File: src/pmc_defines.vh
// Operation
// - standby stops system clock, ports high impedance
// - standby wake restarts oscillator, waits, then exception
// - standby exit speed chosen by medium-speed bit
// - mask flag or disabled interrupt blocks wake
// - reset pin low restarts oscillator; hold until stable
// - watch keeps timers only, pins hold state
// - watch wake target from low/medium bits, wait
// - subsleep halts CPU; interrupt returns to subactive
// - subactive runs CPU from subclock, oscillator off
// - subactive sleep picks subsleep, active or watch
// - subactive divider 2/4/8 applied at sleep
// - medium speed peripherals clocked by select field
// - medium speed sleep picks standby, watch or sleep
// - direct-transition bit switches modes, then exception
// - disabled direct interrupt falls back to sleep/watch
// - masked direct attempt enters unwakeable sleep/watch
// - high to medium direct, passing through sleep
// - medium to high direct, passing through sleep
// - active to subactive direct, passing through watch
// - subactive to active direct through watch, wait
// - direct transition spends two plus one states
// - medium entry may start half state early
// - sleep halts CPU; wake to same speed
`ifndef PMC_DEFINES_VH
`define PMC_DEFINES_VH

// mode encodings
`define PMC_ST_ACT_HI   4'h0
`define PMC_ST_ACT_MED  4'h1
`define PMC_ST_SLP_HI   4'h2
`define PMC_ST_SLP_MED  4'h3
`define PMC_ST_STBY     4'h4
`define PMC_ST_WATCH    4'h5
`define PMC_ST_SUBACT   4'h6
`define PMC_ST_SUBSLP   4'h7
`define PMC_ST_SETTLE   4'h8
`define PMC_ST_DT_SLP   4'h9
`define PMC_ST_DT_WATCH 4'ha
`define PMC_ST_RST_HOLD 4'hb

// register word indices (byte address = 4 * index)
`define PMC_ADR_SYS1    2'h0
`define PMC_ADR_SYS2    2'h1
`define PMC_ADR_TMR     2'h2
`define PMC_ADR_STAT    2'h3

// system_control_one fields
`define PMC_SOFTWARE_STANDBY_BIT_BIT    7
`define PMC_STS_MSB     6
`define PMC_STS_LSB     4
`define PMC_LOW_SPEED_ON_BIT_BIT    3
`define PMC_MA_MSB      1
`define PMC_MA_LSB      0
// system_control_two fields
`define PMC_DIRECT_TRANSITION_ON_BIT_BIT    4
`define PMC_MEDIUM_SPEED_ON_BIT_BIT    3
`define PMC_SA_MSB      1
`define PMC_SA_LSB      0
// timer_a_mode_register field
`define PMC_TIMER_CLOCK_SELECT_BIT_BIT    3
// status fields
`define PMC_STAT_SETTLE 4

// reset values
`define PMC_SYS1_RST    8'h00
`define PMC_SYS2_RST    8'h00
`define PMC_TMR_RST     8'h00

// state counts of a direct transition
`define PMC_SLEEP_EXEC_STATES 2
`define PMC_INTERNAL_STATES   1
`define PMC_EXC_STATES        14

`endif

File: src/pmc_settle_cnt.v
`default_nettype none
////////////////////////////////////////////////////////////
// down counter for oscillator settling and transition states
module pmc_settle_cnt #(
  parameter W = 12
) (
  // clock and reset
  input  wire         clk_i,
  input  wire         rst_i,
  // control
  input  wire         load_i,
  input  wire [W-1:0] load_val_i,
  // status
  output wire         busy_o,
  output wire         done_o
);

  reg [W-1:0] cnt_q;
  reg [W-1:0] cnt_d;
  localparam [W-1:0] ONE  = {{(W-1){1'b0}}, 1'b1};
  localparam [W-1:0] ZERO = {W{1'b0}};

  // load wins over the running count
  always @* begin
    cnt_d = cnt_q;
    if (load_i) begin
      cnt_d = load_val_i;
    end else if (cnt_q != ZERO) begin
      cnt_d = cnt_q - ONE;
    end
  end

  // count register
  always @(posedge clk_i) begin
    if (rst_i) begin
      cnt_q <= ZERO;
    end else begin
      cnt_q <= cnt_d;
    end
  end

  assign busy_o = (cnt_q != ZERO);
  assign done_o = (cnt_q == ONE) && !load_i;

endmodule // pmc_settle_cnt
`default_nettype wire

File: src/pmc_mode_ctrl.v
// Added by the designer: the Wishbone slave port and the address map.
`include "pmc_defines.vh"
`default_nettype none
////////////////////////////////////////////////////////////
// power mode sequencer with classic wishbone registers
module pmc_mode_ctrl #(
  parameter CW          = 12,
  parameter SETTLE_BASE = 8
) (
  // clock and reset
  input  wire        clk_i,
  input  wire        rst_i,
  // wishbone slave
  input  wire        wb_cyc_i,
  input  wire        wb_stb_i,
  input  wire        wb_we_i,
  input  wire [3:2]  wb_adr_i,
  input  wire [3:0]  wb_sel_i,
  input  wire [31:0] wb_dat_i,
  output reg  [31:0] wb_dat_o,
  output reg         wb_ack_o,
  // cpu core and interrupt controller
  input  wire        sleep_exec_i,
  input  wire        irq_req_i,
  input  wire        irq_en_i,
  input  wire        irq_mask_i,
  input  wire        dt_irq_en_i,
  input  wire        reset_pin_n_i,
  input  wire        watch_tick_i,
  // mode and clock control
  output reg  [3:0]  mode_o,
  output reg         sys_osc_en_o,
  output reg         cpu_run_o,
  output reg         periph_run_o,
  output reg         adc_pwm_run_o,
  output reg         timers_run_o,
  output reg         io_hiz_o,
  output reg         cpu_tick_o,
  output reg         periph_tick_o,
  output reg         settling_o,
  // exception starts
  output reg         exc_start_o,
  output reg         dt_exc_start_o,
  output reg         reset_exc_o
);

  ////////////////////////////////////////////////////////////
  // register file
  reg  [7:0] sys1_q;
  reg  [7:0] sys2_q;
  reg  [7:0] tmr_q;
  reg  [1:0] sa_q;
  wire       wb_req = wb_cyc_i && wb_stb_i && !wb_ack_o;
  wire       wb_wr  = wb_req && wb_we_i && wb_sel_i[0];

  wire       software_standby_bit = sys1_q[`PMC_SOFTWARE_STANDBY_BIT_BIT];
  wire       low_speed_on_bit = sys1_q[`PMC_LOW_SPEED_ON_BIT_BIT];
  wire [2:0] sts  = sys1_q[`PMC_STS_MSB:`PMC_STS_LSB];
  wire [1:0] ma   = sys1_q[`PMC_MA_MSB:`PMC_MA_LSB];
  wire       medium_speed_on_bit = sys2_q[`PMC_MEDIUM_SPEED_ON_BIT_BIT];
  wire       direct_transition_on_bit = sys2_q[`PMC_DIRECT_TRANSITION_ON_BIT_BIT];
  wire [1:0] sa   = sys2_q[`PMC_SA_MSB:`PMC_SA_LSB];
  wire       timer_clock_select_bit = tmr_q[`PMC_TIMER_CLOCK_SELECT_BIT_BIT];

  reg  [3:0] state_q;
  reg  [3:0] state_d;
  wire       cnt_busy;
  wire       cnt_done;

  // writes land on the acknowledged cycle, lane 0 only
  always @(posedge clk_i) begin
    if (rst_i) begin
      sys1_q <= `PMC_SYS1_RST;
      sys2_q <= `PMC_SYS2_RST;
      tmr_q  <= `PMC_TMR_RST;
    end else if (wb_wr) begin
      case (wb_adr_i)
        `PMC_ADR_SYS1: sys1_q <= wb_dat_i[7:0];
        `PMC_ADR_SYS2: sys2_q <= wb_dat_i[7:0];
        `PMC_ADR_TMR:  tmr_q  <= wb_dat_i[7:0];
        default:       sys1_q <= sys1_q; // status is read only
      endcase
    end
  end

  // one-cycle ack with registered read data
  always @(posedge clk_i) begin
    if (rst_i) begin
      wb_ack_o <= 1'b0;
      wb_dat_o <= 32'h0000_0000;
    end else begin
      wb_ack_o <= wb_req;
      wb_dat_o <= 32'h0000_0000;
      if (wb_req && !wb_we_i) begin
        case (wb_adr_i)
          `PMC_ADR_SYS1: wb_dat_o <= {24'h00_0000, sys1_q};
          `PMC_ADR_SYS2: wb_dat_o <= {24'h00_0000, sys2_q};
          `PMC_ADR_TMR:  wb_dat_o <= {24'h00_0000, tmr_q};
          default:       wb_dat_o <= {27'h000_0000, cnt_busy, state_q};
        endcase
      end
    end
  end

  ////////////////////////////////////////////////////////////
  // sleep instruction decode
  function [3:0] pmc_sleep_next;
    input [3:0] cur;
    input       f_software_standby_bit;
    input       f_low_speed_on_bit;
    input       f_direct_transition_on_bit;
    input       f_timer_clock_select_bit;
    input       f_dt_ok;
    reg         sub;
    begin
      sub = (cur == `PMC_ST_SUBACT);
      if (!f_software_standby_bit) begin
        pmc_sleep_next = sub                      ? `PMC_ST_SUBSLP :
                         (f_direct_transition_on_bit && f_dt_ok)      ? `PMC_ST_DT_SLP :
                         (cur == `PMC_ST_ACT_MED) ? `PMC_ST_SLP_MED :
                                                    `PMC_ST_SLP_HI;
      end else if (f_timer_clock_select_bit) begin
        pmc_sleep_next = (f_direct_transition_on_bit && f_dt_ok && (sub || f_low_speed_on_bit)) ? `PMC_ST_DT_WATCH :
                                                                  `PMC_ST_WATCH;
      end else begin
        pmc_sleep_next = sub ? `PMC_ST_WATCH : `PMC_ST_STBY;
      end
    end
  endfunction

  // active target picked by the medium-speed bit
  function [3:0] pmc_act_tgt;
    input f_medium_speed_on_bit;
    begin
      pmc_act_tgt = f_medium_speed_on_bit ? `PMC_ST_ACT_MED : `PMC_ST_ACT_HI;
    end
  endfunction

  ////////////////////////////////////////////////////////////
  // mode sequencer
  reg  [3:0]    tgt_q;
  reg  [3:0]    tgt_d;
  reg           dt_q;
  reg           dt_d;
  reg           ld;
  reg  [CW-1:0] ld_val;
  reg           exc_d;
  reg           dt_exc_d;
  reg           rexc_d;
  wire          wake    = irq_req_i && irq_en_i && !irq_mask_i;
  wire          dt_ok   = dt_irq_en_i && !irq_mask_i;
  wire [CW-1:0] settle  = SETTLE_BASE[CW-1:0] << sts;
  localparam integer DT_STATES = `PMC_SLEEP_EXEC_STATES + `PMC_INTERNAL_STATES;
  wire [CW-1:0] dt_cnt  = DT_STATES[CW-1:0];
  wire          sub_src = (state_q == `PMC_ST_SUBACT);

  always @* begin
    state_d  = state_q;
    tgt_d    = tgt_q;
    dt_d     = dt_q;
    ld       = 1'b0;
    ld_val   = settle;
    exc_d    = 1'b0;
    dt_exc_d = 1'b0;
    rexc_d   = 1'b0;
    if (!reset_pin_n_i) begin
      state_d = `PMC_ST_RST_HOLD;
    end else begin
      case (state_q)
        `PMC_ST_ACT_HI, `PMC_ST_ACT_MED, `PMC_ST_SUBACT: begin
          if (sleep_exec_i) begin
            state_d = pmc_sleep_next(state_q, software_standby_bit, low_speed_on_bit, direct_transition_on_bit, timer_clock_select_bit, dt_ok);
            if (state_d == `PMC_ST_DT_SLP) begin
              tgt_d  = pmc_act_tgt(medium_speed_on_bit);
              ld     = 1'b1;
              ld_val = dt_cnt;
            end
            if (state_d == `PMC_ST_DT_WATCH) begin
              tgt_d  = sub_src ? pmc_act_tgt(medium_speed_on_bit) : `PMC_ST_SUBACT;
              ld     = 1'b1;
              ld_val = sub_src ? settle : dt_cnt;
            end
          end
        end
        `PMC_ST_SLP_HI, `PMC_ST_SLP_MED, `PMC_ST_SUBSLP: begin
          if (wake) begin
            state_d = (state_q == `PMC_ST_SUBSLP)  ? `PMC_ST_SUBACT :
                      (state_q == `PMC_ST_SLP_MED) ? `PMC_ST_ACT_MED :
                                                     `PMC_ST_ACT_HI;
            exc_d   = 1'b1;
          end
        end
        `PMC_ST_STBY: begin
          if (wake) begin
            state_d = `PMC_ST_SETTLE;
            tgt_d   = pmc_act_tgt(medium_speed_on_bit);
            dt_d    = 1'b0;
            ld      = 1'b1;
          end
        end
        `PMC_ST_WATCH: begin
          if (wake) begin
            if (low_speed_on_bit) begin
              state_d = `PMC_ST_SUBACT;
              exc_d   = 1'b1;
            end else begin
              state_d = `PMC_ST_SETTLE;
              tgt_d   = pmc_act_tgt(medium_speed_on_bit);
              dt_d    = 1'b0;
              ld      = 1'b1;
            end
          end
        end
        `PMC_ST_SETTLE: begin
          if (cnt_done) begin
            state_d = tgt_q;
            exc_d   = !dt_q;
            dt_exc_d = dt_q;
          end
        end
        `PMC_ST_DT_SLP, `PMC_ST_DT_WATCH: begin
          if (cnt_done) begin
            state_d  = tgt_q;
            dt_exc_d = 1'b1;
          end
        end
        `PMC_ST_RST_HOLD: begin
          state_d = `PMC_ST_ACT_HI;
          rexc_d  = 1'b1;
        end
        default: begin
          state_d = `PMC_ST_ACT_HI;
        end
      endcase
    end
  end

  // mode, target and subactive divider latch
  always @(posedge clk_i) begin
    if (rst_i) begin
      state_q <= `PMC_ST_ACT_HI;
      tgt_q   <= `PMC_ST_ACT_HI;
      dt_q    <= 1'b0;
      sa_q    <= 2'h0;
    end else begin
      state_q <= state_d;
      tgt_q   <= tgt_d;
      dt_q    <= dt_d;
      if (sleep_exec_i) begin
        sa_q <= sa;
      end
    end
  end

  // settling and transition state counter
  pmc_settle_cnt #(
    .W          (CW)
  ) u_cnt (
    .clk_i      (clk_i),
    .rst_i      (rst_i),
    .load_i     (ld),
    .load_val_i (ld_val),
    .busy_o     (cnt_busy),
    .done_o     (cnt_done)
  );

  ////////////////////////////////////////////////////////////
  // clock enable dividers
  reg  [3:0] med_cnt_q;
  reg  [2:0] sub_cnt_q;
  wire [3:0] med_lim = (4'h2 << ma) - 4'h1;
  wire [2:0] sub_lim = sa_q[1] ? 3'h7 : ((3'h2 << sa_q[0]) - 3'h1);
  wire       med_tick = (med_cnt_q >= med_lim);
  wire       sub_tick = watch_tick_i && (sub_cnt_q >= sub_lim);

  // medium speed on system clock, subactive on watch clock ticks
  always @(posedge clk_i) begin
    if (rst_i) begin
      med_cnt_q <= 4'h0;
      sub_cnt_q <= 3'h0;
    end else begin
      med_cnt_q <= med_tick ? 4'h0 : med_cnt_q + 4'h1;
      if (watch_tick_i) begin
        sub_cnt_q <= sub_tick ? 3'h0 : sub_cnt_q + 3'h1;
      end
    end
  end

  ////////////////////////////////////////////////////////////
  // registered mode outputs
  reg  osc_d, cpu_d, per_d, adc_d, ctk_d, ptk_d;
  wire act_tgt = (tgt_d == `PMC_ST_ACT_HI) || (tgt_d == `PMC_ST_ACT_MED);

  always @* begin
    osc_d = 1'b1;
    cpu_d = 1'b0;
    per_d = 1'b1;
    adc_d = 1'b0;
    ctk_d = 1'b0;
    ptk_d = 1'b0;
    case (state_d)
      `PMC_ST_ACT_HI, `PMC_ST_ACT_MED: begin
        cpu_d = 1'b1;
        adc_d = 1'b1;
      end
      `PMC_ST_SLP_HI, `PMC_ST_SLP_MED, `PMC_ST_DT_SLP: begin
        adc_d = 1'b1;
      end
      `PMC_ST_STBY, `PMC_ST_WATCH: begin
        osc_d = 1'b0;
        per_d = 1'b0;
      end
      `PMC_ST_SUBACT: begin
        osc_d = 1'b0;
        cpu_d = 1'b1;
      end
      `PMC_ST_SUBSLP: begin
        osc_d = 1'b0;
      end
      `PMC_ST_DT_WATCH: begin
        osc_d = act_tgt;
        per_d = 1'b0;
      end
      default: begin
        per_d = 1'b0; // settling and reset hold
      end
    endcase
    case (state_q)
      `PMC_ST_ACT_HI:  {ctk_d, ptk_d} = 2'h3;
      `PMC_ST_SLP_HI:  ptk_d = 1'b1;
      `PMC_ST_ACT_MED: {ctk_d, ptk_d} = {2{med_tick}};
      `PMC_ST_SLP_MED: ptk_d = med_tick;
      `PMC_ST_SUBACT:  {ctk_d, ptk_d} = {2{sub_tick}};
      `PMC_ST_SUBSLP: ptk_d = sub_tick;
      default: ptk_d = 1'b0;
    endcase
  end

  // output flops
  always @(posedge clk_i) begin
    if (rst_i) begin
      mode_o         <= `PMC_ST_ACT_HI;
      {sys_osc_en_o, cpu_run_o, periph_run_o, adc_pwm_run_o, timers_run_o} <= 5'h1f;
      {io_hiz_o, cpu_tick_o, periph_tick_o, settling_o} <= 4'h0;
      {exc_start_o, dt_exc_start_o, reset_exc_o} <= 3'h0;
    end else begin
      mode_o         <= state_d;
      sys_osc_en_o   <= osc_d;
      cpu_run_o      <= cpu_d;
      periph_run_o   <= per_d;
      adc_pwm_run_o  <= adc_d;
      timers_run_o   <= (state_d != `PMC_ST_STBY);
      io_hiz_o       <= (state_d == `PMC_ST_STBY);
      cpu_tick_o     <= ctk_d;
      periph_tick_o  <= ptk_d;
      settling_o     <= (state_d == `PMC_ST_SETTLE);
      exc_start_o    <= exc_d;
      dt_exc_start_o <= dt_exc_d;
      reset_exc_o    <= rexc_d;
    end
  end

endmodule // pmc_mode_ctrl
`default_nettype wire

File: config.mk
export PLATFORM = sky130hd
export DESIGN_NAME = pmc_mode_ctrl
export DESIGN_NICKNAME = d
export VERILOG_FILES = /design/src/pmc_settle_cnt.v /design/src/pmc_mode_ctrl.v
export VERILOG_INCLUDE_DIRS = /design/src /design/src/src
export SDC_FILE = /design/constraint.sdc
export NUM_CORES = 1
export LEC_CHECK = 0
export BUFFER_PORTS_ARGS = -buffer_cell sky130_fd_sc_hd__buf_2
export CORE_ASPECT_RATIO = 1.25
export CORE_MARGIN = 2
export CORE_UTILIZATION = 54
export DETAILED_ROUTE_END_ITERATION = 10
export PLACE_DENSITY = 0.85
export SLEW_MARGIN = 20
export SYNTH_ARGS = -nofsm -noshare
export SYNTH_HDL_FRONTEND = slang
export SYNTH_HIERARCHICAL = 1
export SYNTH_SLANG_ARGS = --single-unit
File: constraint.sdc
create_clock -name clk_i -period 4.8 [get_ports clk_i]
set_input_delay 0.96 -clock clk_i [delete_from_list [all_inputs] [get_ports clk_i]]
set_output_delay 0.96 -clock clk_i [all_outputs]
set_load 0.005 [all_outputs]
==> metrics <==
initial antenna violation count 0; number of max-slew violations in the final report 0; fin crit period 4.095 ns; Mean Syn Cell Area 8.958 µm²; mean routed wirelength per cell 14.84 µm; R2R setup slack 0.70 ns; TritonCTS Buffers 9; Min-Delay Startpoint med_cnt_q[0]; vias per std cell 5.622; Std-Cell Core Area 7269 µm²; floorplan die height 100.2 µm; PwrDens 382.8 nW/µm²; remaining design rule violation count 0; Max Clock Freq 244.2 MHz; Synth Instances 446; filler cell count 630; Post-synth top flop dfxtp_1; Setup Crit Path Kind flip-flop to flip-flop; setup repair after global routing missed its margin no; DR vias 3283; final count of negative-setup-slack endpoints 0; die width 80.93 µm; Setup Total Neg Slack 0 ns; routability-driven placement congestion ratio 0.9089; antenna cells 0; number of port buffers 47; clock-pin slew of the registers on the worst-case setup and hold paths 0.08 ns; leading cell types in the layout, fill and taps excluded dfxtp_1 (74), nor2_1 (73), buf_2 (47), mux2i_1 (32), conb_1 (26); sequential element share of the synthesized area 37.08%; area occupied by multi-input gates 2272 µm²; most common library cell in the layout ignoring fill and taps dfxtp_1; number of detailed-route iterations in the first pass 4; critical path data required time 5.03 ns; Initial DRC Count 162; final period utilization 85.32%; number of distinct library cell variants in the gate-level netlist after synthesis 72; endpoint type of the worst setup path flip-flop; I/O pin count 99; total congestion overflow after global routing 0; Fin. Hold Viols 0; final HPWL from detailed placement 6.096 mm; CTS tree built; number of nets in the finished design 547; library cell with the largest summed area after synthesis dfxtp_1; async set-reset flop share out of synthesis 0%; Area contributors post-synth dfxtp_1 (37%), mux2i_1 (8.0%), nor2_1 (6.9%), buf_4 (4.7%), ha_1 (3.1%); worst-case clock buffer depth 2; number of maximum-capacitance violations 0; worst relative slew slack 28.49%; number of rows in the core area 35; post-route antenna net violation count 0; via count of the first global-routing pass 3125; maximum number of pins on one net before global-route repair 34; run status complete, no violations; clock insertion delay at the later pin of the skew report 0.35 ns; FF+latch count, synth 74; overall global routing resource usage 23.16%; Resize count post-CTS 0; Die Footprint 8106 µm²; post-layout total power 1.679 mW; CP arrival 4.33 ns; cell depth of the worst flop-to-flop path 13; startpoint type of the worst setup path flip-flop; proportion of netlist area held by the largest area contributor 37.08%; number of hold buffers added after cts 0; fraction of final layout cells sized beyond drive strength 1 17.89%; hold crit path type flip-flop to flip-flop; first-pass GRT wire length 14.66 mm; P_leak 1.771 nW; clock skew after layout 0.01392 ns; source of the worst register-to-register timing path mode_o[1]; slew at the pin closest to its max-slew limit 1.070 ns; post-CTS setup buffer count 0; endpoint of the worst setup timing path cpu_run_o; area of the mapped netlist 3995 µm²; crit-path max FO 19; root buffer cell clkbuf_8; initial core utilization 54.96%; Sinks on Clock Net 74; number of synthesized flops with an enable pin 0; Syn. warnings 6; Layout area overhead 9.803%; IR drop worst, VDD 0.1701 mV; worst reg2reg path endpoint cpu_run_o; drt total wl 8.668 mm; depth of the CTS H-tree 3; sequential cell area 1481 µm²; first element of the critical path mode_o[1]
power breakdown:
group,switching [mW],internal [mW],total (mW)
registers,0.0651,0.666,0.731
clock network,0.230,0.255,0.485
logic,0.250,0.212,0.463
registers in the layout (all words and copies together) (netlist names), 3 cells and up:
| signal | cells |
|---|---|
| med_cnt_q | 4 |
| mode_o | 4 |
| sub_cnt_q | 3 |
| sys1_q | 8 |
| sys2_q | 8 |
| tgt_q | 4 |
| tmr_q | 8 |
| u_cnt/cnt_q | 12 |
| wb_dat_o | 8 |
cell usage after synthesis, drive strengths merged, types with 7 or more instances:
| library cell | instances |
|---|---|
| a21oi | 19 |
| buf | 35 |
| clkbuf | 12 |
| dfxtp | 74 |
| ha | 10 |
| inv | 13 |
| mux2i | 32 |
| nand2 | 25 |
| nand2b | 15 |
| nand3 | 8 |
| nor2 | 73 |
| nor2b | 12 |
| nor3 | 12 |
| o21ai | 7 |
metrics by stage:
step / hold slack [ns] / setup WS (ns) / utilization (%) / cell area, µm² / std cells
after floorplan: 0.4305 / 1.018 / - / 4089 / 471
after global placement: 0.4441 / 0.7014 / 57.64 / 4190 / 568
after detailed placement: 0.4570 / 0.6743 / 57.64 / 4190 / 568
after CTS: 0.4722 / 0.7635 / 60.34 / 4387 / 584
after global routing: 0.4874 / 0.4158 / 60.34 / 4387 / 584
final: 0.4744 / 0.7048 / 60.34 / 4387 / 584
kinds of logic (layout without fill, tap and decap cells):
kind of cell	Yosys count	count (layout)	share of synthesized area [%]
simple gates	185	185	24.43
flops	74	74	37.08
compound gates	68	68	13.62
buf+inv	60	81	8.393
mux	37	37	10.84
xor+xnor	11	11	2.411
fa+ha+maj	10	10	3.132
other cells	1	26	0.09387
how the worst min path moves through the flow:
stage / end / slack (ns) / cells past startpoint
6_report: med_cnt_q[0] / 0.47 / 1
5_1_grt: tgt_q[3] / 0.49 / 2
4_1_cts: tgt_q[3] / 0.47 / 2
3_5_place_dp: med_cnt_q[0] / 0.46 / 1
3_3_place_gp: med_cnt_q[0] / 0.44 / 1
2_1_floorplan: med_cnt_q[0] / 0.43 / 1
critical path, stage by stage (launching register included):
cell and delay, ns:
dfxtp_1 0.73, and4bb_1 0.54, o211ai_2 0.13, a211oi_2 0.44, o21ai_1 0.23, inv_1 0.11
inv_1 0.12, and3_1 0.21, and3_1 0.28, mux2i_1 0.20, a2bb2oi_1 0.24, o31a_1 0.21
and3b_1 0.19, a311o_1 0.35
layer usage:
layer  track usage (%)  up-vias  routed length (µm)
met5                 0        -                   0
met1             28.33     1584                3640
met4             9.648        0                 162
met2             39.42       86                4469
li1                  -     1598                   -
met3             4.496       15                 395
layout make-up:
cell class,instances,area share (%)
clock buffer,12,3.309
clock inverter,4,1.169
inverter,13,1.112
multi-input combinational,337,51.80
sequential,74,33.77
tap,92,2.624
timing repair buffer,52,6.218
No activity file was read; power rests on OpenSTA's default activity.
